===== src/rtl/thr_pkg.sv =====
// Purpose: Shared constants, types and register map of the slope thermostat
// Assumes: 250 MHz core clock, slow and fast ticks made by dividers
// Notes:   Resistances are kept scaled down by one hundred
package thr_pkg;

  // Clock rates and tick dividers
  localparam int unsigned CLK_HZ         = 250_000_000;
  localparam int unsigned SLOW_HZ        = 32_768;
  localparam int unsigned FAST_HZ        = 1_000_000;
  localparam int unsigned SLOW_DIV       = CLK_HZ / SLOW_HZ;
  localparam int unsigned FAST_DIV       = CLK_HZ / FAST_HZ;

  // Times in their own units, and tick counts derived from them
  localparam int unsigned WAKE_PERIOD_MS = 5000;
  localparam int unsigned LED_HOLD_MS    = 500;
  localparam int unsigned CHARGE_US      = 5000;
  localparam int unsigned WAKE_TICKS     = WAKE_PERIOD_MS * SLOW_HZ / 1000;
  localparam int unsigned LED_TICKS      = LED_HOLD_MS * SLOW_HZ / 1000;
  localparam int unsigned CHARGE_TICKS   = CHARGE_US * (FAST_HZ / 1_000_000);

  // Counter and data widths
  localparam int unsigned CNT0_W         = 18;
  localparam int unsigned CNT1_W         = 16;
  localparam int unsigned RES_W          = 16;
  localparam int unsigned DIV_W          = 24;
  localparam int unsigned NUM_CH         = 3;
  localparam int unsigned TABLE_LEN      = 36;

  // Measurement channels
  localparam logic [1:0]  CH_THERM       = 2'h0;
  localparam logic [1:0]  CH_POT         = 2'h1;
  localparam logic [1:0]  CH_REF         = 2'h2;

  // Conversion constants
  localparam logic [7:0]  TEMP_BASE_F    = 8'h3C;
  localparam logic [7:0]  SETPT_BASE_F   = 8'h41;
  localparam logic [7:0]  SETPT_MAX_F    = 8'h5A;
  localparam logic [RES_W-1:0] SETPT_OFFSET = 16'h002F;
  localparam int unsigned SETPT_SHIFT    = 2;
  localparam logic [7:0]  TOL_F          = 8'h01;
  localparam logic [DIV_W-1:0] RREF_SCALED = 24'h000064;
  localparam logic [RES_W-1:0] DEF_TABLE_TOP  = 16'h00C8;
  localparam logic [RES_W-1:0] DEF_TABLE_STEP = 16'h0003;

  // Register map, byte addresses
  localparam int unsigned ADDR_W         = 12;
  localparam logic [11:0] REG_CTRL       = 12'h000;
  localparam logic [11:0] REG_STATUS     = 12'h004;
  localparam logic [11:0] REG_RESULT     = 12'h008;
  localparam logic [11:0] REG_RES        = 12'h00C;
  localparam logic [11:0] REG_TIME0      = 12'h010;
  localparam logic [11:0] REG_TIME1      = 12'h014;
  localparam logic [11:0] REG_TABLE      = 12'h100;
  localparam int unsigned CTRL_EN_BIT    = 0;
  localparam int unsigned CTRL_KICK_BIT  = 1;

  // Controller phases
  typedef enum logic [2:0] {
    PH_DEEP_WAIT,
    PH_CHARGE,
    PH_DISCHARGE,
    PH_DIVIDE,
    PH_LOOKUP,
    PH_DECIDE,
    PH_LED_HOLD
  } thr_phase_type;

  // APB request and answer, with the bus's own signal names
  typedef struct packed {
    logic [ADDR_W-1:0] paddr;
    logic              psel;
    logic              penable;
    logic              pwrite;
    logic [31:0]       pwdata;
  } thr_apb_req_type;

  typedef struct packed {
    logic [31:0] prdata;
    logic        pready;
    logic        pslverr;
  } thr_apb_rsp_type;

  // Resistor network pins
  typedef struct packed {
    logic              driveLine;
    logic [NUM_CH-1:0] sensOut;
    logic [NUM_CH-1:0] sensOeN;
  } thr_pins_type;

  // Indicator outputs
  typedef struct packed {
    logic sysOn;
    logic heat;
    logic cool;
  } thr_led_type;

  typedef logic [TABLE_LEN-1:0][RES_W-1:0] thr_table_type;

  // Default table, falling resistance per degree for an NTC part
  function automatic thr_table_type thr_def_table();
    thr_table_type t;
    t = '0;
    for (int i = 0; i < TABLE_LEN; i++) begin
      t[i] = DEF_TABLE_TOP - RES_W'(DEF_TABLE_STEP * RES_W'(i));
    end
    return t;
  endfunction

endpackage


===== src/rtl/thr_tick_div.sv =====
// Purpose: Divides the core clock into a one-cycle enable pulse
// Assumes: DIV of at least one
// Notes:   Pulse is high for one core cycle in every DIV
`timescale 1ns/1ps
module thr_tick_div #(
  parameter int unsigned DIV = 250
) (
  // Clock and reset
  input  wire logic core_clk,
  input  wire logic nrst,
  // Tick out
  output logic      tick
);
  typedef struct packed {
    logic [31:0] count;
    logic        tick;
  } thr_div_state_type;

  thr_div_state_type s;
  thr_div_state_type next_s;

  // Free-running count wraps at DIV-1
  always_comb begin
    next_s = s;
    next_s.tick = 1'b0;
    if (s.count >= 32'(DIV - 1)) begin
      next_s.count = '0;
      next_s.tick = 1'b1;
    end else begin
      next_s.count = s.count + 32'h1;
    end
  end

  always_ff @(posedge core_clk or negedge nrst) begin
    if (!nrst) begin
      s <= '0;
    end else begin
      s <= next_s;
    end
  end

  assign tick = s.tick;
endmodule


===== src/rtl/thr_slope_ctrl.sv =====
// Purpose: Slope-conversion thermostat controller with an APB register file
// Assumes: Comparator and sense pins synchronous to core_clk; pull-ups outside
// Notes:   Contract
// Contract
// One measure-and-decide cycle per five-second wake; deep sleep between cycles.
// Indicators stay on half a second, then off and back to sleep.
// Temperature at setpoint lights system-on only; else system-on plus heat or cool.
// Within one degree either side counts as matched; heat/cool only outside.
// Long waits use slow ticks; discharge timing uses fast ticks.
// Channel zero times deep-sleep waits; channel one times discharge only; code also times the charge interval on channel one.
// Each timer wake clears the sleep request and resumes the waiting step; code clears lightSleep only after the reference discharge.
// Measure thermistor, pot and reference, then scale by reference time ratio.
// Temperature is sixty degrees plus the matching per-degree table index.
// Resistances are held divided by one hundred; 10 kOhm reads 100.
// Setpoint is pot minus 47, shifted right by two, from 65 to 90.
// Idle: drive line high, all sense lines released as inputs.
// Charge high, clear and start counter at drive low, capture on comparator fall.
// Resistance is reference times unknown time divided by reference time.
`timescale 1ns/1ps
module thr_slope_ctrl
  import thr_pkg::*;
#(
  parameter int unsigned WAKE_TICKS_P   = thr_pkg::WAKE_TICKS,
  parameter int unsigned LED_TICKS_P    = thr_pkg::LED_TICKS,
  parameter int unsigned CHARGE_TICKS_P = thr_pkg::CHARGE_TICKS,
  parameter int unsigned SLOW_DIV_P     = thr_pkg::SLOW_DIV,
  parameter int unsigned FAST_DIV_P     = thr_pkg::FAST_DIV
) (
  // Clock and reset
  input  wire logic                    core_clk,
  input  wire logic                    nrst,
  // APB register bus
  input  wire thr_pkg::thr_apb_req_type apbReq,
  output      thr_pkg::thr_apb_rsp_type apbRsp,
  // Resistor network and comparator
  input  wire logic [thr_pkg::NUM_CH-1:0] sensIn,
  input  wire logic                    comparatorOutput,
  output      thr_pkg::thr_pins_type   pins,
  // Indicators
  output      thr_pkg::thr_led_type    leds
);
  import thr_pkg::*;

  typedef struct packed {
    thr_phase_type                    phase;
    logic [1:0]                       chan;
    logic                             deepSleep;
    logic                             lightSleep;
    logic [CNT0_W-1:0]                chan0Count;
    logic [CNT1_W-1:0]                timerCount;
    logic [NUM_CH-1:0][CNT1_W-1:0]    capTime;
    logic                             compPrev;
    logic                             divSel;
    logic [4:0]                       divStep;
    logic [CNT1_W-1:0]                divRem;
    logic [DIV_W-1:0]                 divQuo;
    logic [RES_W-1:0]                 rTherm;
    logic [RES_W-1:0]                 rPot;
    logic [5:0]                       lookIdx;
    logic [7:0]                       tempF;
    logic [7:0]                       setF;
    thr_led_type                      led;
    logic                             enable;
    logic                             kick;
    thr_table_type                    ntcTable;
    logic [31:0]                      rdData;
    logic                             slvErr;
  } thr_state_type;

  localparam thr_state_type RESET_STATE = '{
    phase:     PH_DEEP_WAIT,
    deepSleep: 1'b1,
    enable:    1'b1,
    ntcTable:  thr_def_table(),
    default:   '0
  };

  thr_state_type s;
  thr_state_type next_s;
  logic          slowTick;
  logic          fastTick;

  // Slow auxiliary tick for long waits, fast sub-clock tick for discharge
  thr_tick_div #(.DIV(SLOW_DIV_P)) slowDiv (
    .core_clk (core_clk),
    .nrst     (nrst),
    .tick     (slowTick)
  );

  thr_tick_div #(.DIV(FAST_DIV_P)) fastDiv (
    .core_clk (core_clk),
    .nrst     (nrst),
    .tick     (fastTick)
  );

  // Decodes a table address; returns valid flag above the index
  function automatic logic [6:0] tableIndex(input logic [ADDR_W-1:0] a);
    logic [ADDR_W-1:0] off;
    off = a - REG_TABLE;
    if (a >= REG_TABLE && off[1:0] == 2'h0 && off[ADDR_W-1:2] < (ADDR_W-2)'(TABLE_LEN)) begin
      return {1'b1, off[7:2]};
    end
    return 7'h00;
  endfunction

  // Read mux; bit 32 flags an unmapped address
  function automatic logic [32:0] readWord(input thr_state_type st,
                                           input logic [ADDR_W-1:0] a,
                                           input logic [NUM_CH-1:0] pinIn,
                                           input logic comp);
    logic [6:0] ti;
    ti = tableIndex(a);
    if (a == REG_CTRL) begin
      return {1'b0, 30'h0, st.kick, st.enable};
    end else if (a == REG_STATUS) begin
      return {1'b0, 20'h0, comp, pinIn, 1'b0, st.chan, st.lightSleep, st.deepSleep,
              3'(st.phase)};
    end else if (a == REG_RESULT) begin
      return {1'b0, 13'h0, st.led.cool, st.led.heat, st.led.sysOn, st.setF, st.tempF};
    end else if (a == REG_RES) begin
      return {1'b0, st.rPot, st.rTherm};
    end else if (a == REG_TIME0) begin
      return {1'b0, st.capTime[CH_POT], st.capTime[CH_THERM]};
    end else if (a == REG_TIME1) begin
      return {1'b0, 16'h0, st.capTime[CH_REF]};
    end else if (ti[6]) begin
      return {1'b0, 16'h0, st.ntcTable[ti[5:0]]};
    end
    return {1'b1, 32'h0};
  endfunction

  // Next-state logic: register file, sequencer, divider and decision
  always_comb begin
    logic [32:0]       rd;
    logic [6:0]        ti;
    logic [CNT1_W:0]   trial;
    logic [RES_W-1:0]  quo16;
    logic [RES_W-1:0]  potDiff;
    logic [7:0]        steps;
    logic              wakeEvent;
    rd = '0;
    ti = '0;
    trial = '0;
    quo16 = '0;
    potDiff = '0;
    steps = '0;
    wakeEvent = 1'b0;
    next_s = s;
    next_s.compPrev = comparatorOutput;

    // APB setup phase latches read data and error for the access phase
    if (apbReq.psel && !apbReq.penable) begin
      rd = readWord(s, apbReq.paddr, sensIn, comparatorOutput);
      next_s.rdData = apbReq.pwrite ? 32'h0 : rd[31:0];
      next_s.slvErr = rd[32];
    end
    // APB write takes effect at the access edge
    if (apbReq.psel && apbReq.penable && apbReq.pwrite) begin
      ti = tableIndex(apbReq.paddr);
      if (apbReq.paddr == REG_CTRL) begin
        next_s.enable = apbReq.pwdata[CTRL_EN_BIT];
        next_s.kick   = apbReq.pwdata[CTRL_KICK_BIT];
      end else if (ti[6]) begin
        next_s.ntcTable[ti[5:0]] = apbReq.pwdata[RES_W-1:0];
      end
    end

    case (s.phase)
      // Deep sleep: channel zero counts slow ticks toward the wake event
      PH_DEEP_WAIT: begin
        if (!s.enable) begin
          next_s.chan0Count = '0;
        end else if (slowTick) begin
          if (s.chan0Count >= CNT0_W'(WAKE_TICKS_P - 1)) begin
            wakeEvent = 1'b1;
          end else begin
            next_s.chan0Count = s.chan0Count + CNT0_W'(1);
          end
        end
        // A software kick wakes at once and is consumed here
        if (s.enable && s.kick) begin
          wakeEvent = 1'b1;
          next_s.kick = 1'b0;
        end
        if (wakeEvent) begin
          next_s.deepSleep  = 1'b0;
          next_s.chan0Count = '0;
          next_s.chan       = CH_THERM;
          next_s.timerCount = '0;
          next_s.lightSleep = 1'b1;
          next_s.phase      = PH_CHARGE;
        end
      end
      // Charge the capacitor high; channel one times the charge interval
      PH_CHARGE: begin
        if (fastTick) begin
          if (s.timerCount >= CNT1_W'(CHARGE_TICKS_P - 1)) begin
            next_s.timerCount = '0;
            next_s.phase      = PH_DISCHARGE;
          end else begin
            next_s.timerCount = s.timerCount + CNT1_W'(1);
          end
        end
      end
      // Discharge: count fast ticks until the comparator falls
      PH_DISCHARGE: begin
        if (fastTick && s.timerCount != {CNT1_W{1'b1}}) begin
          next_s.timerCount = s.timerCount + CNT1_W'(1);
        end
        // A stuck comparator saturates the count so the cycle still ends
        if ((s.compPrev && !comparatorOutput) || s.timerCount == {CNT1_W{1'b1}}) begin
          next_s.capTime[s.chan] = s.timerCount;
          next_s.timerCount      = '0;
          if (s.chan == CH_REF) begin
            next_s.lightSleep = 1'b0;
            next_s.divSel     = 1'b0;
            next_s.divStep    = '0;
            next_s.divRem     = '0;
            next_s.divQuo     = DIV_W'(RREF_SCALED * DIV_W'(s.capTime[CH_THERM]));
            next_s.phase      = PH_DIVIDE;
          end else begin
            next_s.chan  = s.chan + 2'h1;
            next_s.phase = PH_CHARGE;
          end
        end
      end
      // Restoring divide, one quotient bit per cycle
      PH_DIVIDE: begin
        trial = {s.divRem, s.divQuo[DIV_W-1]};
        next_s.divQuo = {s.divQuo[DIV_W-2:0], 1'b0};
        if (trial >= {1'b0, s.capTime[CH_REF]}) begin
          trial = trial - {1'b0, s.capTime[CH_REF]};
          next_s.divQuo[0] = 1'b1;
        end
        next_s.divRem  = trial[CNT1_W-1:0];
        next_s.divStep = s.divStep + 5'h1;
        if (s.divStep == 5'(DIV_W - 1)) begin
          quo16 = (|next_s.divQuo[DIV_W-1:RES_W]) ? {RES_W{1'b1}} : next_s.divQuo[RES_W-1:0];
          if (s.capTime[CH_REF] == '0) begin
            quo16 = {RES_W{1'b1}};
          end
          next_s.divStep = '0;
          next_s.divRem  = '0;
          if (!s.divSel) begin
            next_s.rTherm = quo16;
            next_s.divSel = 1'b1;
            next_s.divQuo = DIV_W'(RREF_SCALED * DIV_W'(s.capTime[CH_POT]));
          end else begin
            next_s.rPot    = quo16;
            next_s.lookIdx = '0;
            next_s.phase   = PH_LOOKUP;
          end
        end
      end
      // Walk the table until the resistance reaches the entry
      PH_LOOKUP: begin
        if (s.rTherm >= s.ntcTable[s.lookIdx] || s.lookIdx == 6'(TABLE_LEN - 1)) begin
          next_s.tempF = TEMP_BASE_F + 8'(s.lookIdx);
          potDiff = (s.rPot > SETPT_OFFSET) ? s.rPot - SETPT_OFFSET : '0;
          potDiff = potDiff >> SETPT_SHIFT;
          steps = (potDiff > RES_W'(SETPT_MAX_F - SETPT_BASE_F)) ?
                  (SETPT_MAX_F - SETPT_BASE_F) : potDiff[7:0];
          next_s.setF  = SETPT_BASE_F + steps;
          next_s.phase = PH_DECIDE;
        end else begin
          next_s.lookIdx = s.lookIdx + 6'h1;
        end
      end
      // Hold band of one degree keeps heat and cool from chattering
      PH_DECIDE: begin
        next_s.led.sysOn = 1'b1;
        next_s.led.cool  = {1'b0, s.tempF} > ({1'b0, s.setF} + {1'b0, TOL_F});
        next_s.led.heat  = ({1'b0, s.tempF} + {1'b0, TOL_F}) < {1'b0, s.setF};
        next_s.chan0Count = '0;
        next_s.deepSleep  = 1'b1;
        next_s.phase      = PH_LED_HOLD;
      end
      // Indicators held on while channel zero times half a second
      PH_LED_HOLD: begin
        if (slowTick) begin
          if (s.chan0Count >= CNT0_W'(LED_TICKS_P - 1)) begin
            next_s.led        = '0;
            next_s.chan0Count = '0;
            next_s.phase      = PH_DEEP_WAIT;
          end else begin
            next_s.chan0Count = s.chan0Count + CNT0_W'(1);
          end
        end
      end
      default: begin
        next_s.phase = PH_DEEP_WAIT;
      end
    endcase
  end

  always_ff @(posedge core_clk or negedge nrst) begin
    if (!nrst) begin
      s <= RESET_STATE;
    end else begin
      s <= next_s;
    end
  end

  // APB answers with no wait states; data and error come from flops
  assign apbRsp.prdata  = s.rdData;
  assign apbRsp.pready  = 1'b1;
  assign apbRsp.pslverr = s.slvErr;

  // Pin drive: idle keeps the drive line high and every sense line released
  always_comb begin
    pins.driveLine = (s.phase != PH_DISCHARGE);
    pins.sensOut   = '0;
    pins.sensOeN   = '1;
    if (s.phase == PH_CHARGE || s.phase == PH_DISCHARGE) begin
      pins.sensOeN[s.chan] = 1'b0;
      pins.sensOut[s.chan] = (s.phase == PH_CHARGE);
    end
  end

  assign leds = s.led;
endmodule


===== config.mk =====
export PLATFORM = sky130hd
export DESIGN_NAME = thr_slope_ctrl
export DESIGN_NICKNAME = d
export VERILOG_FILES = /design/src/rtl/thr_pkg.sv /design/src/rtl/thr_tick_div.sv /design/src/rtl/thr_slope_ctrl.sv
export SDC_FILE = /design/constraint.sdc
export NUM_CORES = 2
export LEC_CHECK = 0
export ABC_AREA = 0
export BUFFER_PORTS_ARGS = -buffer_cell sky130_fd_sc_hd__clkbuf_2
export CAP_MARGIN = 20
export CORE_MARGIN = 4
export CORE_UTILIZATION = 30
export DETAILED_ROUTE_END_ITERATION = 6
export HOLD_SLACK_MARGIN = 0.12
export REMOVE_ABC_BUFFERS = 1
export SYNTH_ARGS = -nofsm -noshare
export SYNTH_HDL_FRONTEND = slang
export SYNTH_SLANG_ARGS = --single-unit

===== constraint.sdc =====
create_clock -name core_clk -period 8.2 [get_ports core_clk]
set_input_delay 0.41 -clock core_clk [delete_from_list [all_inputs] [get_ports core_clk]]
set_output_delay 0.41 -clock core_clk [all_outputs]
set_load 0.05 [all_outputs]

==> key figures <==
Run status
  – Outcome: completed

Clock network
  – H-tree depth: 3
  – CTS root buf: clkbuf_16
  – CTS max path bufs: 3
  – Clock net sink count: 869
  – CTS tree: built
  – Post-CTS Hold Fix Bufs: 2
  – TritonCTS buffer count: 96
  – CTS clk-pin slew, worst paths: 60 ps
  – CTS resizes: 0
  – Clk Latency, worst-skew pair: around 730 ps
  – Total setup buffers inserted after CTS: 0

Synthesis
  – #FFs+latches synth: 869
  – Seq/Total Area, Yosys: 0.440
  – Top cell type's share of synthesized area: 0.361
  – Syn Inst Count: roughly 4,400
  – Async SR Flop Fraction: 1.00
  – Synth Area per Inst: 11.3 um2
  – Top FF cell, synth: dfrtp_1
  – Top-count cell post-synth: dfrtp_1
  – Synth Warn #: 0
  – Netlist Area Pre-Place: 0.0498 mm2
  – Synth top area cells: dfrtp_1, mux2_2, dfstp_2, mux4_2, ha_1
  – Post-synth top area cell: dfrtp_1
  – Number of distinct library cells after synthesis: 94
  – Synth top cells by count: dfrtp_1, mux2_2, nand2_1
  – EDFF count, synth: 0

Timing
  – Worst clock skew: 35.4 ps
  – RSZ-0062 raised after global routing: false
  – Final period util: 0.664
  – Final-report hold violation count: 0
  – Max_slew headroom: 0.222
  – Total negative slack: 0 ps
  – Hold_ws: between 200 and 300 ps
  – Post-layout min period: about 5400 ps
  – Worst slew pin tran: around 1200 ps
  – F_max: 184 MHz
  – Final setup violating endpoints: 0
  – Max Slew Vio Count: 0

Drt
  – Detail Route Antenna Nets: 0
  – Iter 0 DRT Violations: 3,935
  – Final wirelength: between 150,000 and 200,000 um
  – DR WL/cell: 25.1 um
  – Via count: 37,400
  – Drt drc: 0
  – Via/cell ratio: about 5.6
  – TritonRoute pass-1 iters: 6

Worst setup path
  – Reg2reg start: s[630]$_DFFE_PN0P_
  – WP data arrival: 6030 ps
  – Setup Crit Path Kind: register to register
  – Reg2reg path depth: 14
  – Worst EP required: 8790 ps
  – Crit end category: register
  – Worst r2r dst: s[624]$_DFFE_PN0P_
  – Worst-path fanout max: 38
  – Startpoint types: register
  – R2R Setup Slk: 2760 ps

Finish
  – Layout Nets: 4,631
  – Area Growth Syn to Fin: 12.3%
  – Filler cells: approximately 16,000
  – Register Area: ~0.022 mm2
  – Post-route insts no fill: 6,658
  – Share of cells above drive strength 1: 0.295
  – Multi-input logic area: 0.0260 mm2

Die
  – CORE AREA: 0.165 mm2
  – Die Y: a little over 400 um
  – Die X: 416 um
  – Starting density of the core: 0.302
  – I/O pin total: between 90 and 100
  – Die area: 0.173 mm2
  – # rows: approximately 150

Min path
  – Hold Startpoint: sensIn[2]
  – Worst hold path type: primary input to register
  – Hold EP: apbRsp[12]$_DFFE_PN0P_
  – Hold path depth: 5

GRT
  – Grt ovf: 0
  – First-pass GRT wire length: ~250,000 um
  – Initial antenna violation count: 6
  – Total global-route track usage: 0.189
  – Vias in the first global route: about 37,000
  – Largest net degree at the start of global routing: slightly below 200

Power and ir drop
  – Switching share of total power: 0.291
  – Design Power: 11.0 mW
  – P_int: a little under 8 mW
  – Clock network fraction of total power: 0.422
  – PD cells: 197 mW/mm2
  – Combinational share of power: 0.150
  – Max VDD drop: around 0.00019 V
  – Sequential fraction of design power: 0.429
  – Sw power: 3.20 mW
  – Static leakage: 25.0 nW

Placement
  – Hpwl dp: 110,000 um
  – GP Congestion: 0.880
  – Port bufs: 79
  – Placed cells: approximately 6,500

Job
  – Maximum capacitance violations: 0
## power by group through the flow
stage / logic [mW] / clock network [mW] / registers [mW]
finish: 1.65 / 4.64 / 4.71
global route: 1.85 / 4.88 / 4.73
CTS: 1.65 / 4.72 / 4.71
detailed placement: 1.64 / 0 / 4.78
global placement: 1.62 / 0 / 4.78
floorplan: 1.08 / 0 / 4.69
## stage by stage
step / cell area [um2] / util / worst slack (ps)
floorplan: 48400 / - / -637
global placement: 52500 / 0.318 / 2390
detailed placement: 52500 / 0.318 / 2420
CTS: 55900 / 0.339 / 2420
global route: 56000 / 0.339 / 2460
finish: 56000 / 0.339 / 2760
## cell usage in the layout (no fill, tap or decap), types with 130 or more instances in the layout
master   synthesis  final
nand3_1        131    130
dfrtp_1        718    715
nor2_1         250    249
inv_1          166    166
nand2_1        375    374
ha_1           171    171
dfstp_2        151    151
a21oi_1        177    177
mux2_2         561    561
o21ai_0        206    206
mux4_2         176    176
## worst max-delay path by stage
stage	cells after the start	slack (ps)	from	end
global route	15	2460	s[630]$_DFFE_PN0P_	s[624]$_DFFE_PN0P_
finish	14	2760	s[630]$_DFFE_PN0P_	s[624]$_DFFE_PN0P_
CTS	13	2420	s[630]$_DFFE_PN0P_	s[624]$_DFFE_PN0P_
detailed placement	13	2420	s[630]$_DFFE_PN0P_	s[624]$_DFFE_PN0P_
floorplan	12	-640	s[630]$_DFFE_PN0P_	s[624]$_DFFE_PN0P_
global placement	13	2390	s[630]$_DFFE_PN0P_	s[624]$_DFFE_PN0P_
## critical path, stage by stage, from the launching register on
cell     delay (ps)
dfrtp_4         960
buf_4           770
mux4_2          610
mux4_2          470
nand2_1          80
a21oi_1         140
a21oi_1         240
ha_1            280
nor2b_1         130
o21ai_0         180
o211a_1         230
inv_1            90
o21ai_0         410
buf_2           290
mux2_2          340
## cell families (layout without fill, tap and decap cells)
group	count (synthesis)	after routing	synth area share
xor+xnor	79	79	0.0139
mux	920	920	0.246
compound gates	797	797	0.104
flops	869	869	0.440
simple gates	1029	1029	0.0996
fa+ha+maj	194	194	0.0522
other cells	2	47	0.000151
buf+inv	510	534	0.0442
## layout make-up
class | instances | share of cell area
Clock inverter | 39 | 0.00941
Inverter | 167 | 0.0112
Timing Repair Buffer | 187 | 0.0231
Sequential cell | 869 | 0.392
Clock buffer | 141 | 0.0508
Multi-Input combinational cell | 3063 | 0.464
Tap cell | 2189 | 0.0489
Antenna cell | 3 | 0.000134
## metal layers
| metal | GRT usage | part of all wire |
|---|---|---|
| met3 | 0.0443 | 0.086 |
| met1 | 0.248 | 0.41 |
| met2 | 0.300 | 0.46 |
| met5 | 0 | 0.000078 |
| met4 | 0.0780 | 0.046 |
No activity file was read; power rests on OpenSTA's default activity.
